<file path="config.mk">
export PLATFORM = sky130hd
export DESIGN_NAME = watchdog_and_address_trap
export DESIGN_NICKNAME = d
export VERILOG_FILES = /design/src/design/watchdog_and_address_trap.v /design/src/design/ahb_reg_slave.v /design/src/design/overflow_counter.v
export VERILOG_INCLUDE_DIRS = /design/src /design/src/common
export SDC_FILE = /design/constraint.sdc
export NUM_CORES = 1
export LEC_CHECK = 0
export ABC_AREA = 1
export BUFFER_PORTS_ARGS = -buffer_cell sky130_fd_sc_hd__buf_4
export CORE_MARGIN = 4
export CORE_UTILIZATION = 45
export CTS_CLUSTER_DIAMETER = 50
export DETAILED_ROUTE_END_ITERATION = 10
export PLACE_DENSITY = 0.79
export SYNTH_ARGS = -nofsm -noshare
export SYNTH_HDL_FRONTEND = slang
export SYNTH_SLANG_ARGS = --single-unit
export TNS_END_PERCENT = 1
</file>
<file path="constraint.sdc">
create_clock -name core_clk -period 5.9 [get_ports core_clk]
set_input_delay 0 -clock core_clk [delete_from_list [all_inputs] [get_ports core_clk]]
set_output_delay 0 -clock core_clk [all_outputs]
set_load 0.01 [all_outputs]
</file>
<file path="src/common/wdt_trap_defines.vh">
// Constants for the watchdog and address-trap supervisor
`ifndef WDT_TRAP_DEFINES_VH
`define WDT_TRAP_DEFINES_VH

// Register byte addresses
`define REG_CTRL 32'h0000_0000
`define REG_CODE 32'h0000_0004
`define REG_STAT 32'h0000_0008
`define REG_CNT 32'h0000_000c

// supervisor_control_reg fields and reset value
`define BIT_OUTSEL 0
`define FLD_TIME_LO 1
`define BIT_EN 3
`define BIT_SRC 4
`define BIT_ACT 5
`define BIT_RAMTRAP 6
`define CTRL_RESET 8'h79

// supervisor_code_reg codes
`define CODE_CLEAR 8'h4e
`define CODE_DISABLE 8'hb1
`define CODE_TRAPEN 8'hd2

// Binary counter: fc stages 25/23/21/19, fs stages 17/15/13/11
`define CNT_W 25
`define FS_EXTRA_SHIFT 5'd8

// Reset pulse: 24/fc at fc = 16 MHz
`define RST_TIME_NS 1500
`define CLK_PERIOD_NS 4
`define RST_CYCLES (`RST_TIME_NS / `CLK_PERIOD_NS)
`define RST_CNT_W 9

// Fetch address areas
`define SFR_LO 16'h0000
`define SFR_HI 16'h003f
`define RAM_LO 16'h0040
`define RAM_HI 16'h023f
`define DBR_LO 16'h0f80
`define DBR_HI 16'h0fff

`endif

</file>
<file path="src/design/watchdog_and_address_trap.v">
// Watchdog timer and instruction-fetch address trap supervisor
//
// Operation
// - Binary counter held cleared while the watchdog is disabled.
// - Two-bit time field selects overflow period, fc or fs based.
// - Output select 0: counter overflow raises watchdog interrupt request.
// - Watchdog interrupt is non-maskable, ignores the master flag.
// - New watchdog interrupt taken at once even during another service.
// - Output select 1: counter overflow raises reset request instead.
// - Reset request drives reset pin low, resets hardware, at most 24/fc.
// - Reset in low speed mode one restarts fast oscillator, same bound.
// - RAM trap select takes effect only after the trap-enable code.
// - Fetches from special function or debug areas always trap.
// - Trap action bit chooses interrupt or reset on an address trap.
// - Trap action 0: trapped fetch raises address trap interrupt.
// - Address trap interrupt is non-maskable, ignores the master flag.
// - New trap interrupt taken at once even during another service.
// - Trap action 1: trapped fetch causes reset, same as watchdog reset.
// - Enable bit is set by reset, so the watchdog runs after release.
// - Disable code honoured only while the enable bit is 0.
// - Once output select is cleared it cannot be set again until reset.
//
// Local design decisions: register access over AHB-Lite and the address map.
`include "wdt_trap_defines.vh"
`default_nettype none

module watchdog_and_address_trap (
    input wire core_clk,
    input wire rst_b,
    input wire hsel,
    input wire [31:0] haddr,
    input wire [1:0] htrans,
    input wire hwrite,
    input wire [2:0] hsize,
    input wire [31:0] hwdata,
    input wire hready,
    output wire hreadyout,
    output wire hresp,
    output wire [31:0] hrdata,
    input wire fcTick,
    input wire fsTick,
    input wire lowSpeedModeOne,
    input wire fetchValid,
    input wire [15:0] fetchAddr,
    output reg dogOverflowIrq,
    output reg fetchTrapIrq,
    output reg resetPinOut,
    output reg resetPinOe,
    output reg internalResetReq,
    output reg oscRestart
);

    // ------------------------------------------------------------
    // States
    // ------------------------------------------------------------
    localparam [1:0] S_RUN = 2'b01;
    localparam [1:0] S_RST = 2'b10;

    // ------------------------------------------------------------
    // Register bus front end
    // ------------------------------------------------------------
    wire wrEn;
    wire [31:0] wrAddr;
    wire [31:0] wrData;
    wire [31:0] rdAddr;
    reg [31:0] rdData;

    ahb_reg_slave busSlave (
        .core_clk(core_clk),
        .rst_b(rst_b),
        .hsel(hsel),
        .haddr(haddr),
        .htrans(htrans),
        .hwrite(hwrite),
        .hsize(hsize),
        .hwdata(hwdata),
        .hready(hready),
        .hreadyout(hreadyout),
        .hresp(hresp),
        .hrdata(hrdata),
        .wrEn(wrEn),
        .wrAddr(wrAddr),
        .wrData(wrData),
        .rdAddr(rdAddr),
        .rdData(rdData)
    );

    // ------------------------------------------------------------
    // Control state
    // ------------------------------------------------------------
    reg [7:0] ctrl_q;
    reg [7:0] ctrl_d;
    reg dogOn_q;
    reg dogOn_d;
    reg ramTrapLive_q;
    reg ramTrapLive_d;
    reg [1:0] state_q;
    reg [1:0] state_d;
    reg [`RST_CNT_W-1:0] rstCnt_q;
    reg [`RST_CNT_W-1:0] rstCnt_d;

    wire [`CNT_W-1:0] count;
    wire overflow;
    wire [31:0] rstLoad = `RST_CYCLES - 1;

    wire inRun = (state_q == S_RUN);
    wire ctrlWr = inRun && wrEn && (wrAddr == `REG_CTRL);
    wire codeWr = inRun && wrEn && (wrAddr == `REG_CODE);
    wire [7:0] code = wrData[7:0];

    wire clearCode = codeWr && (code == `CODE_CLEAR);
    // Disable code only while the enable bit is already 0
    wire disableCode = codeWr && (code == `CODE_DISABLE)
        && !ctrl_q[`BIT_EN];
    wire trapEnCode = codeWr && (code == `CODE_TRAPEN);

    // Counter runs from fs in low speed mode or with source select 1
    wire useFs = lowSpeedModeOne || ctrl_q[`BIT_SRC];
    wire cntClear = !dogOn_q || clearCode || !inRun;

    overflow_counter dogCounter (
        .core_clk(core_clk),
        .rst_b(rst_b),
        .clear(cntClear),
        .fcTick(fcTick),
        .fsTick(fsTick),
        .useFs(useFs),
        .timeSel(ctrl_q[`FLD_TIME_LO+1:`FLD_TIME_LO]),
        .count(count),
        .overflow(overflow)
    );

    // ------------------------------------------------------------
    // Fetch area decode
    // ------------------------------------------------------------
    function inArea;
        input [15:0] a;
        input [15:0] lo;
        input [15:0] hi;
        begin
            inArea = (a >= lo) && (a <= hi);
        end
    endfunction

    wire hitSfr = inArea(fetchAddr, `SFR_LO, `SFR_HI);
    wire hitDbr = inArea(fetchAddr, `DBR_LO, `DBR_HI);
    wire hitRam = inArea(fetchAddr, `RAM_LO, `RAM_HI);

    // System areas trap unconditionally, RAM only when armed
    wire trapHit = inRun && fetchValid
        && (hitSfr || hitDbr || (hitRam && ramTrapLive_q));

    // Overflow only counts while running and enabled
    wire dogEvent = inRun && dogOn_q && overflow;

    // Either source can request reset
    wire dogReset = dogEvent && ctrl_q[`BIT_OUTSEL];
    wire trapReset = trapHit && ctrl_q[`BIT_ACT];
    wire startReset = dogReset || trapReset;

    // ------------------------------------------------------------
    // Next-state logic
    // ------------------------------------------------------------
    always @* begin
        ctrl_d = ctrl_q;
        dogOn_d = dogOn_q;
        ramTrapLive_d = ramTrapLive_q;
        state_d = state_q;
        rstCnt_d = rstCnt_q;
        case (state_q)
            S_RUN: begin
                if (startReset) begin
                    // Internal hardware reset: controls return to reset values
                    state_d = S_RST;
                    rstCnt_d = rstLoad[`RST_CNT_W-1:0];
                    ctrl_d = `CTRL_RESET;
                    dogOn_d = 1'b1;
                    ramTrapLive_d = 1'b1;
                end else begin
                    if (ctrlWr) begin
                        ctrl_d = wrData[7:0];
                        // Output select can only be cleared
                        ctrl_d[`BIT_OUTSEL] = wrData[`BIT_OUTSEL]
                            & ctrl_q[`BIT_OUTSEL];
                        if (wrData[`BIT_EN]) begin
                            dogOn_d = 1'b1;
                        end
                    end
                    if (disableCode) begin
                        dogOn_d = 1'b0;
                    end
                    // New RAM trap setting becomes live on the code
                    if (trapEnCode) begin
                        ramTrapLive_d = ctrl_q[`BIT_RAMTRAP];
                    end
                    // Any other code value falls through untouched
                end
            end
            S_RST: begin
                if (rstCnt_q == {`RST_CNT_W{1'b0}}) begin
                    state_d = S_RUN;
                end else begin
                    rstCnt_d = rstCnt_q - {{(`RST_CNT_W-1){1'b0}}, 1'b1};
                end
            end
            default: begin
                state_d = S_RUN;
            end
        endcase
    end

    // ------------------------------------------------------------
    // Register state and outputs
    // ------------------------------------------------------------
    always @(posedge core_clk) begin
        if (!rst_b) begin
            ctrl_q <= `CTRL_RESET;
            dogOn_q <= 1'b1;
            ramTrapLive_q <= 1'b1;
            state_q <= S_RUN;
            rstCnt_q <= {`RST_CNT_W{1'b0}};
            dogOverflowIrq <= 1'b0;
            fetchTrapIrq <= 1'b0;
            resetPinOut <= 1'b0;
            resetPinOe <= 1'b0;
            internalResetReq <= 1'b0;
            oscRestart <= 1'b0;
        end else begin
            ctrl_q <= ctrl_d;
            dogOn_q <= dogOn_d;
            ramTrapLive_q <= ramTrapLive_d;
            state_q <= state_d;
            rstCnt_q <= rstCnt_d;
            // Non-maskable: no master flag, no busy gating
            dogOverflowIrq <= dogEvent
                && !ctrl_q[`BIT_OUTSEL];
            fetchTrapIrq <= trapHit && !ctrl_q[`BIT_ACT]
                && !dogReset;
            // Open-drain reset pin pulled low for the pulse
            resetPinOut <= 1'b0;
            resetPinOe <= (state_d == S_RST);
            internalResetReq <= (state_d == S_RST);
            oscRestart <= startReset && lowSpeedModeOne;
        end
    end

    // ------------------------------------------------------------
    // Register read mux
    // ------------------------------------------------------------
    always @* begin
        case (rdAddr)
            `REG_CTRL: rdData = {24'h000000, ctrl_q};
            `REG_STAT: rdData = {28'h0000000, state_q[1], useFs,
                ramTrapLive_q, dogOn_q};
            `REG_CNT: rdData = {{(32-`CNT_W){1'b0}}, count};
            default: rdData = 32'h0000_0000;
        endcase
    end

endmodule
`default_nettype wire

</file>
<file path="src/design/ahb_reg_slave.v">
// AHB-Lite slave front end, zero wait states, single word transfers
`include "wdt_trap_defines.vh"
`default_nettype none

module ahb_reg_slave (
    input wire core_clk,
    input wire rst_b,
    input wire hsel,
    input wire [31:0] haddr,
    input wire [1:0] htrans,
    input wire hwrite,
    input wire [2:0] hsize,
    input wire [31:0] hwdata,
    input wire hready,
    output reg hreadyout,
    output reg hresp,
    output reg [31:0] hrdata,
    output wire wrEn,
    output reg [31:0] wrAddr,
    output wire [31:0] wrData,
    output wire [31:0] rdAddr,
    input wire [31:0] rdData
);

    // ------------------------------------------------------------
    // Address phase capture
    // ------------------------------------------------------------
    wire take = hsel && htrans[1] && hready;
    wire wordOk = (hsize == 3'b010) && (haddr[1:0] == 2'b00);
    reg wrPend_q;

    assign rdAddr = haddr;
    assign wrEn = wrPend_q;
    assign wrData = hwdata;

    always @(posedge core_clk) begin
        if (!rst_b) begin
            wrPend_q <= 1'b0;
            wrAddr <= 32'h0000_0000;
            hrdata <= 32'h0000_0000;
            hreadyout <= 1'b0;
            hresp <= 1'b0;
        end else begin
            hreadyout <= 1'b1;
            hresp <= 1'b0;
            wrPend_q <= take && hwrite && wordOk;
            if (take) begin
                wrAddr <= haddr;
            end
            // Read data stands during the data phase
            if (take && !hwrite) begin
                hrdata <= wordOk ? rdData : 32'h0000_0000;
            end
        end
    end

endmodule
`default_nettype wire

</file>
<file path="src/design/overflow_counter.v">
// Watchdog binary counter with selectable overflow stage
`include "wdt_trap_defines.vh"
`default_nettype none

module overflow_counter (
    input wire core_clk,
    input wire rst_b,
    input wire clear,
    input wire fcTick,
    input wire fsTick,
    input wire useFs,
    input wire [1:0] timeSel,
    output reg [`CNT_W-1:0] count,
    output reg overflow
);

    // Last count before overflow: 2^stage - 1
    function [`CNT_W-1:0] lastCount;
        input fs;
        input [1:0] sel;
        reg [4:0] sh;
        begin
            sh = {2'b00, sel, 1'b0};
            if (fs) begin
                sh = sh + `FS_EXTRA_SHIFT;
            end
            lastCount = {`CNT_W{1'b1}} >> sh;
        end
    endfunction

    wire tick = useFs ? fsTick : fcTick;

    always @(posedge core_clk) begin
        if (!rst_b) begin
            count <= {`CNT_W{1'b0}};
            overflow <= 1'b0;
        end else begin
            overflow <= 1'b0;
            if (clear) begin
                count <= {`CNT_W{1'b0}};
            end else if (tick) begin
                // Shortened time select takes effect at once
                if (count >= lastCount(useFs, timeSel)) begin
                    count <= {`CNT_W{1'b0}};
                    overflow <= 1'b1;
                end else begin
                    count <= count + {{(`CNT_W-1){1'b0}}, 1'b1};
                end
            end
        end
    end

endmodule
`default_nettype wire

</file>
==> out/summary.md <==
### Routing
* Vias: 5920
* routed vias/inst: 5.06
* DRC violation total after the first TritonRoute iteration: 430
* count of nets left with antenna violations after detail routing: 0
* first-pass iteration count of the detailed router: 5
* overall routed net length: 15400 um
* average wire length per cell after detail routing: 13.2 um
* DRC violation count after routing: 0

### Timing
* final setup violation count: 0
* total negative slack for setup checks: 0 ns
* achievable clock frequency: 435 MHz
* measured slew at the worst slew-check pin: 1.01 ns
* tightest hold margin: 0.0208 ns
* ratio of final minimum period to clock period: 39.0%
* Max transition margin: 32.4%
* shortest clock period the worst path allows after layout: 2.30 ns
* total count of hold-check failures in the final report: 0
* Final Skew: 0.00891 ns
* unrepaired setup endpoints after global routing: no
* Final Max Slew Viols: 0

### Clock network
* worst skew pair latency: 0.35 ns
* number of buffers inserted during clock tree synthesis: 9
* H-tree level count: 3
* deepest clock path buffer count: 2
* TritonCTS clock tree: yes
* cell at the root of the clock tree: sky130_fd_sc_hd__clkbuf_16
* number of sinks handled by clock tree synthesis: 110
* clock transition at the register clock pins on the worst setup and hold paths after CTS: 0.07 ns

### Global route
* wire length of the first global-routing pass: 24800 um
* Total Routing Usage GR: 20.5%
* number of antenna violations at the first check in global routing: 0
* largest net degree at the start of global routing: 57
* total global routing overflow: 0
* number of global-route vias before repair: 5382

### Final layout
* diode count: 0
* Final Non-Filler Cells: 1170
* sequential cell area: 2200 um2
* commonest non-fill, non-tap cells in the layout: 206 x sky130_fd_sc_hd__nand2_1, 123 x sky130_fd_sc_hd__nor2_1, 110 x sky130_fd_sc_hd__dfxtp_1
* final cell utilization of the core: 57.8%
* fraction of final layout cells with drive strength greater than 1: 13.0%
* filler cell count: 1136
* # nets final: 1105
* area of combinational cells with multiple inputs: 3160 um2
* most common cell after layout, fill and taps aside: sky130_fd_sc_hd__nand2_1
* Area growth, synth to finish: 25.0%

### Place
* Final HPWL DP: 10900 um
* total instance count after detailed placement: 1113
* Port Buf Inserts: 93
* GPL Wtd Cong: 0.950

### Worst setup path
* reg2reg path depth: 12
* Slowest Stage Delay on Critical Path: 0.35 ns
* Crit Path Max Fanout: 19
* Crit path required time: 6.18 ns
* worst-path cell with the longest stage delay: sky130_fd_sc_hd__dfxtp_1
* critical path startpoint category: flip-flop
* data arrival time at the worst-slack endpoint: 2.58 ns
* CP Class: reg2reg
* worst-path cell chain: nor2_4, o21ai_0, ha_1, nand2_1, inv_1, nand2_1, nand2_1, a21oi_1, nand3_1, o21ai_2, nand2_4, a21oi_1
* crit end category: flip-flop
* most numerous cell on the critical path: sky130_fd_sc_hd__nand2_1

### Outcome
* status: completed

### Die
* Starting Density: 46.2%
* # IOs: 134
* Core Rows: 41
* core region area: 12700 um2
* vertical die dimension: 122 um
* Die Outline Area: 14900 um2
* overall die width: 122 um

### Worst hold path
* cell depth of the worst min-delay path: 4
* min-delay worst type: in2reg

### Power and ir drop
* P_leak: 3.15 nW
* power density over the cells: 215 nW/um2
* maximum VDD drop: 0.000137 V

### Synth
* Syn. warnings: 0
* mapped cell area: 5850 um2
* Post-synth EDFFs: 0
* number of standard cells after synthesis: 873
* mean post-synth cell area: 6.70 um2
* number of library cell types mapped by synthesis: 39
* proportion of register bits with asynchronous set or reset after synthesis: 0%
* main flop type after synthesis: sky130_fd_sc_hd__dfxtp_1
* proportion of synthesized chip area in sequential cells: 37.6%
* number of synthesized register bits: 110

### Job
* number of maximum-capacitance violations: 0

-- where the power goes --
part           total, mW  switching, mW  internal (mW)  leakage, nW
Sequential         0.778         0.0147          0.763        0.891
Combinational      0.228          0.129         0.0995         2.14
Clock              0.570          0.281          0.289        0.121
-- layer usage --
| metal | vias to the layer above | global-route usage (%) | routed length (um) |
|---|---|---|---|
| met1 | 2656 | 25.0 | 6580 |
| li1 | 3066 | - | - |
| met4 | 0 | 7.07 | 325 |
| met2 | 175 | 35.6 | 7490 |
| met5 | - | 0 | 0 |
| met3 | 23 | 4.46 | 1040 |
-- area by class of cell --
type,instances,area share (%)
inverters,92,4.72
clock buffers,10,3.13
flip-flops and latches,110,30.1
well taps,172,2.94
multi-input cells,644,43.1
repair buffers,136,15.4
clock inverters,6,0.650
-- flip-flops by register name, indices dropped and copies added, names as in the netlist --
register and cells:
ramTrapLive_q 1, busSlave.hreadyout 1, rstCnt_q 9, internalResetReq 1, busSlave.wrAddr 32, dogOn_q 1
fetchTrapIrq 1, ctrl_q 8, busSlave.wrEn 1, dogOverflowIrq 1, dogCounter.count 25, oscRestart 1
state_q 2, busSlave.hrdata 25, dogCounter.overflow 1
-- critical path, delay by kind of cell (launching register included) --
family | cells | cell delay (ns)
compound gates | 4 | 0.73
simple gates | 6 | 0.76
buf+inv | 1 | 0.04
flops | 1 | 0.35
fa+ha+maj | 1 | 0.34
-- cell usage after synthesis (3+ instances only) --
library cell | n | area share [%]
sky130_fd_sc_hd__buf_2 | 3 | 0.26
sky130_fd_sc_hd__nand2_1 | 206 | 13
sky130_fd_sc_hd__dfxtp_1 | 110 | 38
sky130_fd_sc_hd__nor4_1 | 4 | 0.43
sky130_fd_sc_hd__xor2_1 | 10 | 1.5
sky130_fd_sc_hd__o21ai_0 | 33 | 2.8
sky130_fd_sc_hd__a21oi_1 | 78 | 6.7
sky130_fd_sc_hd__nor2_1 | 123 | 7.9
sky130_fd_sc_hd__nand4_1 | 19 | 2.0
sky130_fd_sc_hd__buf_4 | 10 | 1.3
sky130_fd_sc_hd__ha_1 | 18 | 3.8
sky130_fd_sc_hd__inv_1 | 90 | 5.8
sky130_fd_sc_hd__nand3_1 | 105 | 9.0
sky130_fd_sc_hd__or2_2 | 3 | 0.32
sky130_fd_sc_hd__nor3_1 | 7 | 0.60
sky130_fd_sc_hd__nor2_4 | 3 | 0.58
sky130_fd_sc_hd__clkbuf_1 | 21 | 1.3
-- kinds of logic (layout without fill, tap and decap cells) --
group                    count (synthesis)  after routing  synth area share, %
XOR/XNOR                                12             12                 1.80
adder cells (fa/ha/maj)                 18             18                 3.85
other                                    1              9               0.0641
AND/OR/NAND/NOR                        487            487                 37.1
AO/OA/AOI/OAI                          118            118                 10.6
buffers and inverters                  127            244                 8.98
flip-flops                             110            110                 37.6
-- metrics by stage --
stage	cell area, um2	worst slack, ns	total power, mW
4_1_cts	7320	3.57	1.58
3_3_place_gp	6630	3.63	0.993
6_report	7320	3.60	1.58
3_5_place_dp	6630	3.60	0.996
2_1_floorplan	5880	3.89	0.933
5_1_grt	7320	3.36	1.64
-- path summary, 6_finish.rpt --
check,endpoint,startpoint,slack [ns]
max,dogCounter.count[0]$_SDFFE_PP0P_,ctrl_q[4]$_SDFFE_PN1P_,3.60
min,busSlave.wrEn$_SDFF_PN0_,hsize[0],0.02
max reg2reg,dogCounter.count[0]$_SDFFE_PP0P_,ctrl_q[4]$_SDFFE_PN1P_,3.60
min reg2reg,busSlave.wrAddr[27]$_SDFFE_PN0P_,busSlave.wrAddr[27]$_SDFFE_PN0P_,0.45
-- repair_timing --
item                                   CTS  global route
setup buffers                            0             0
endpoints found under the hold margin   44             0
gates resized for setup                  0             0
hold buffers                            41             0
(Power assumes the default switching activity.)
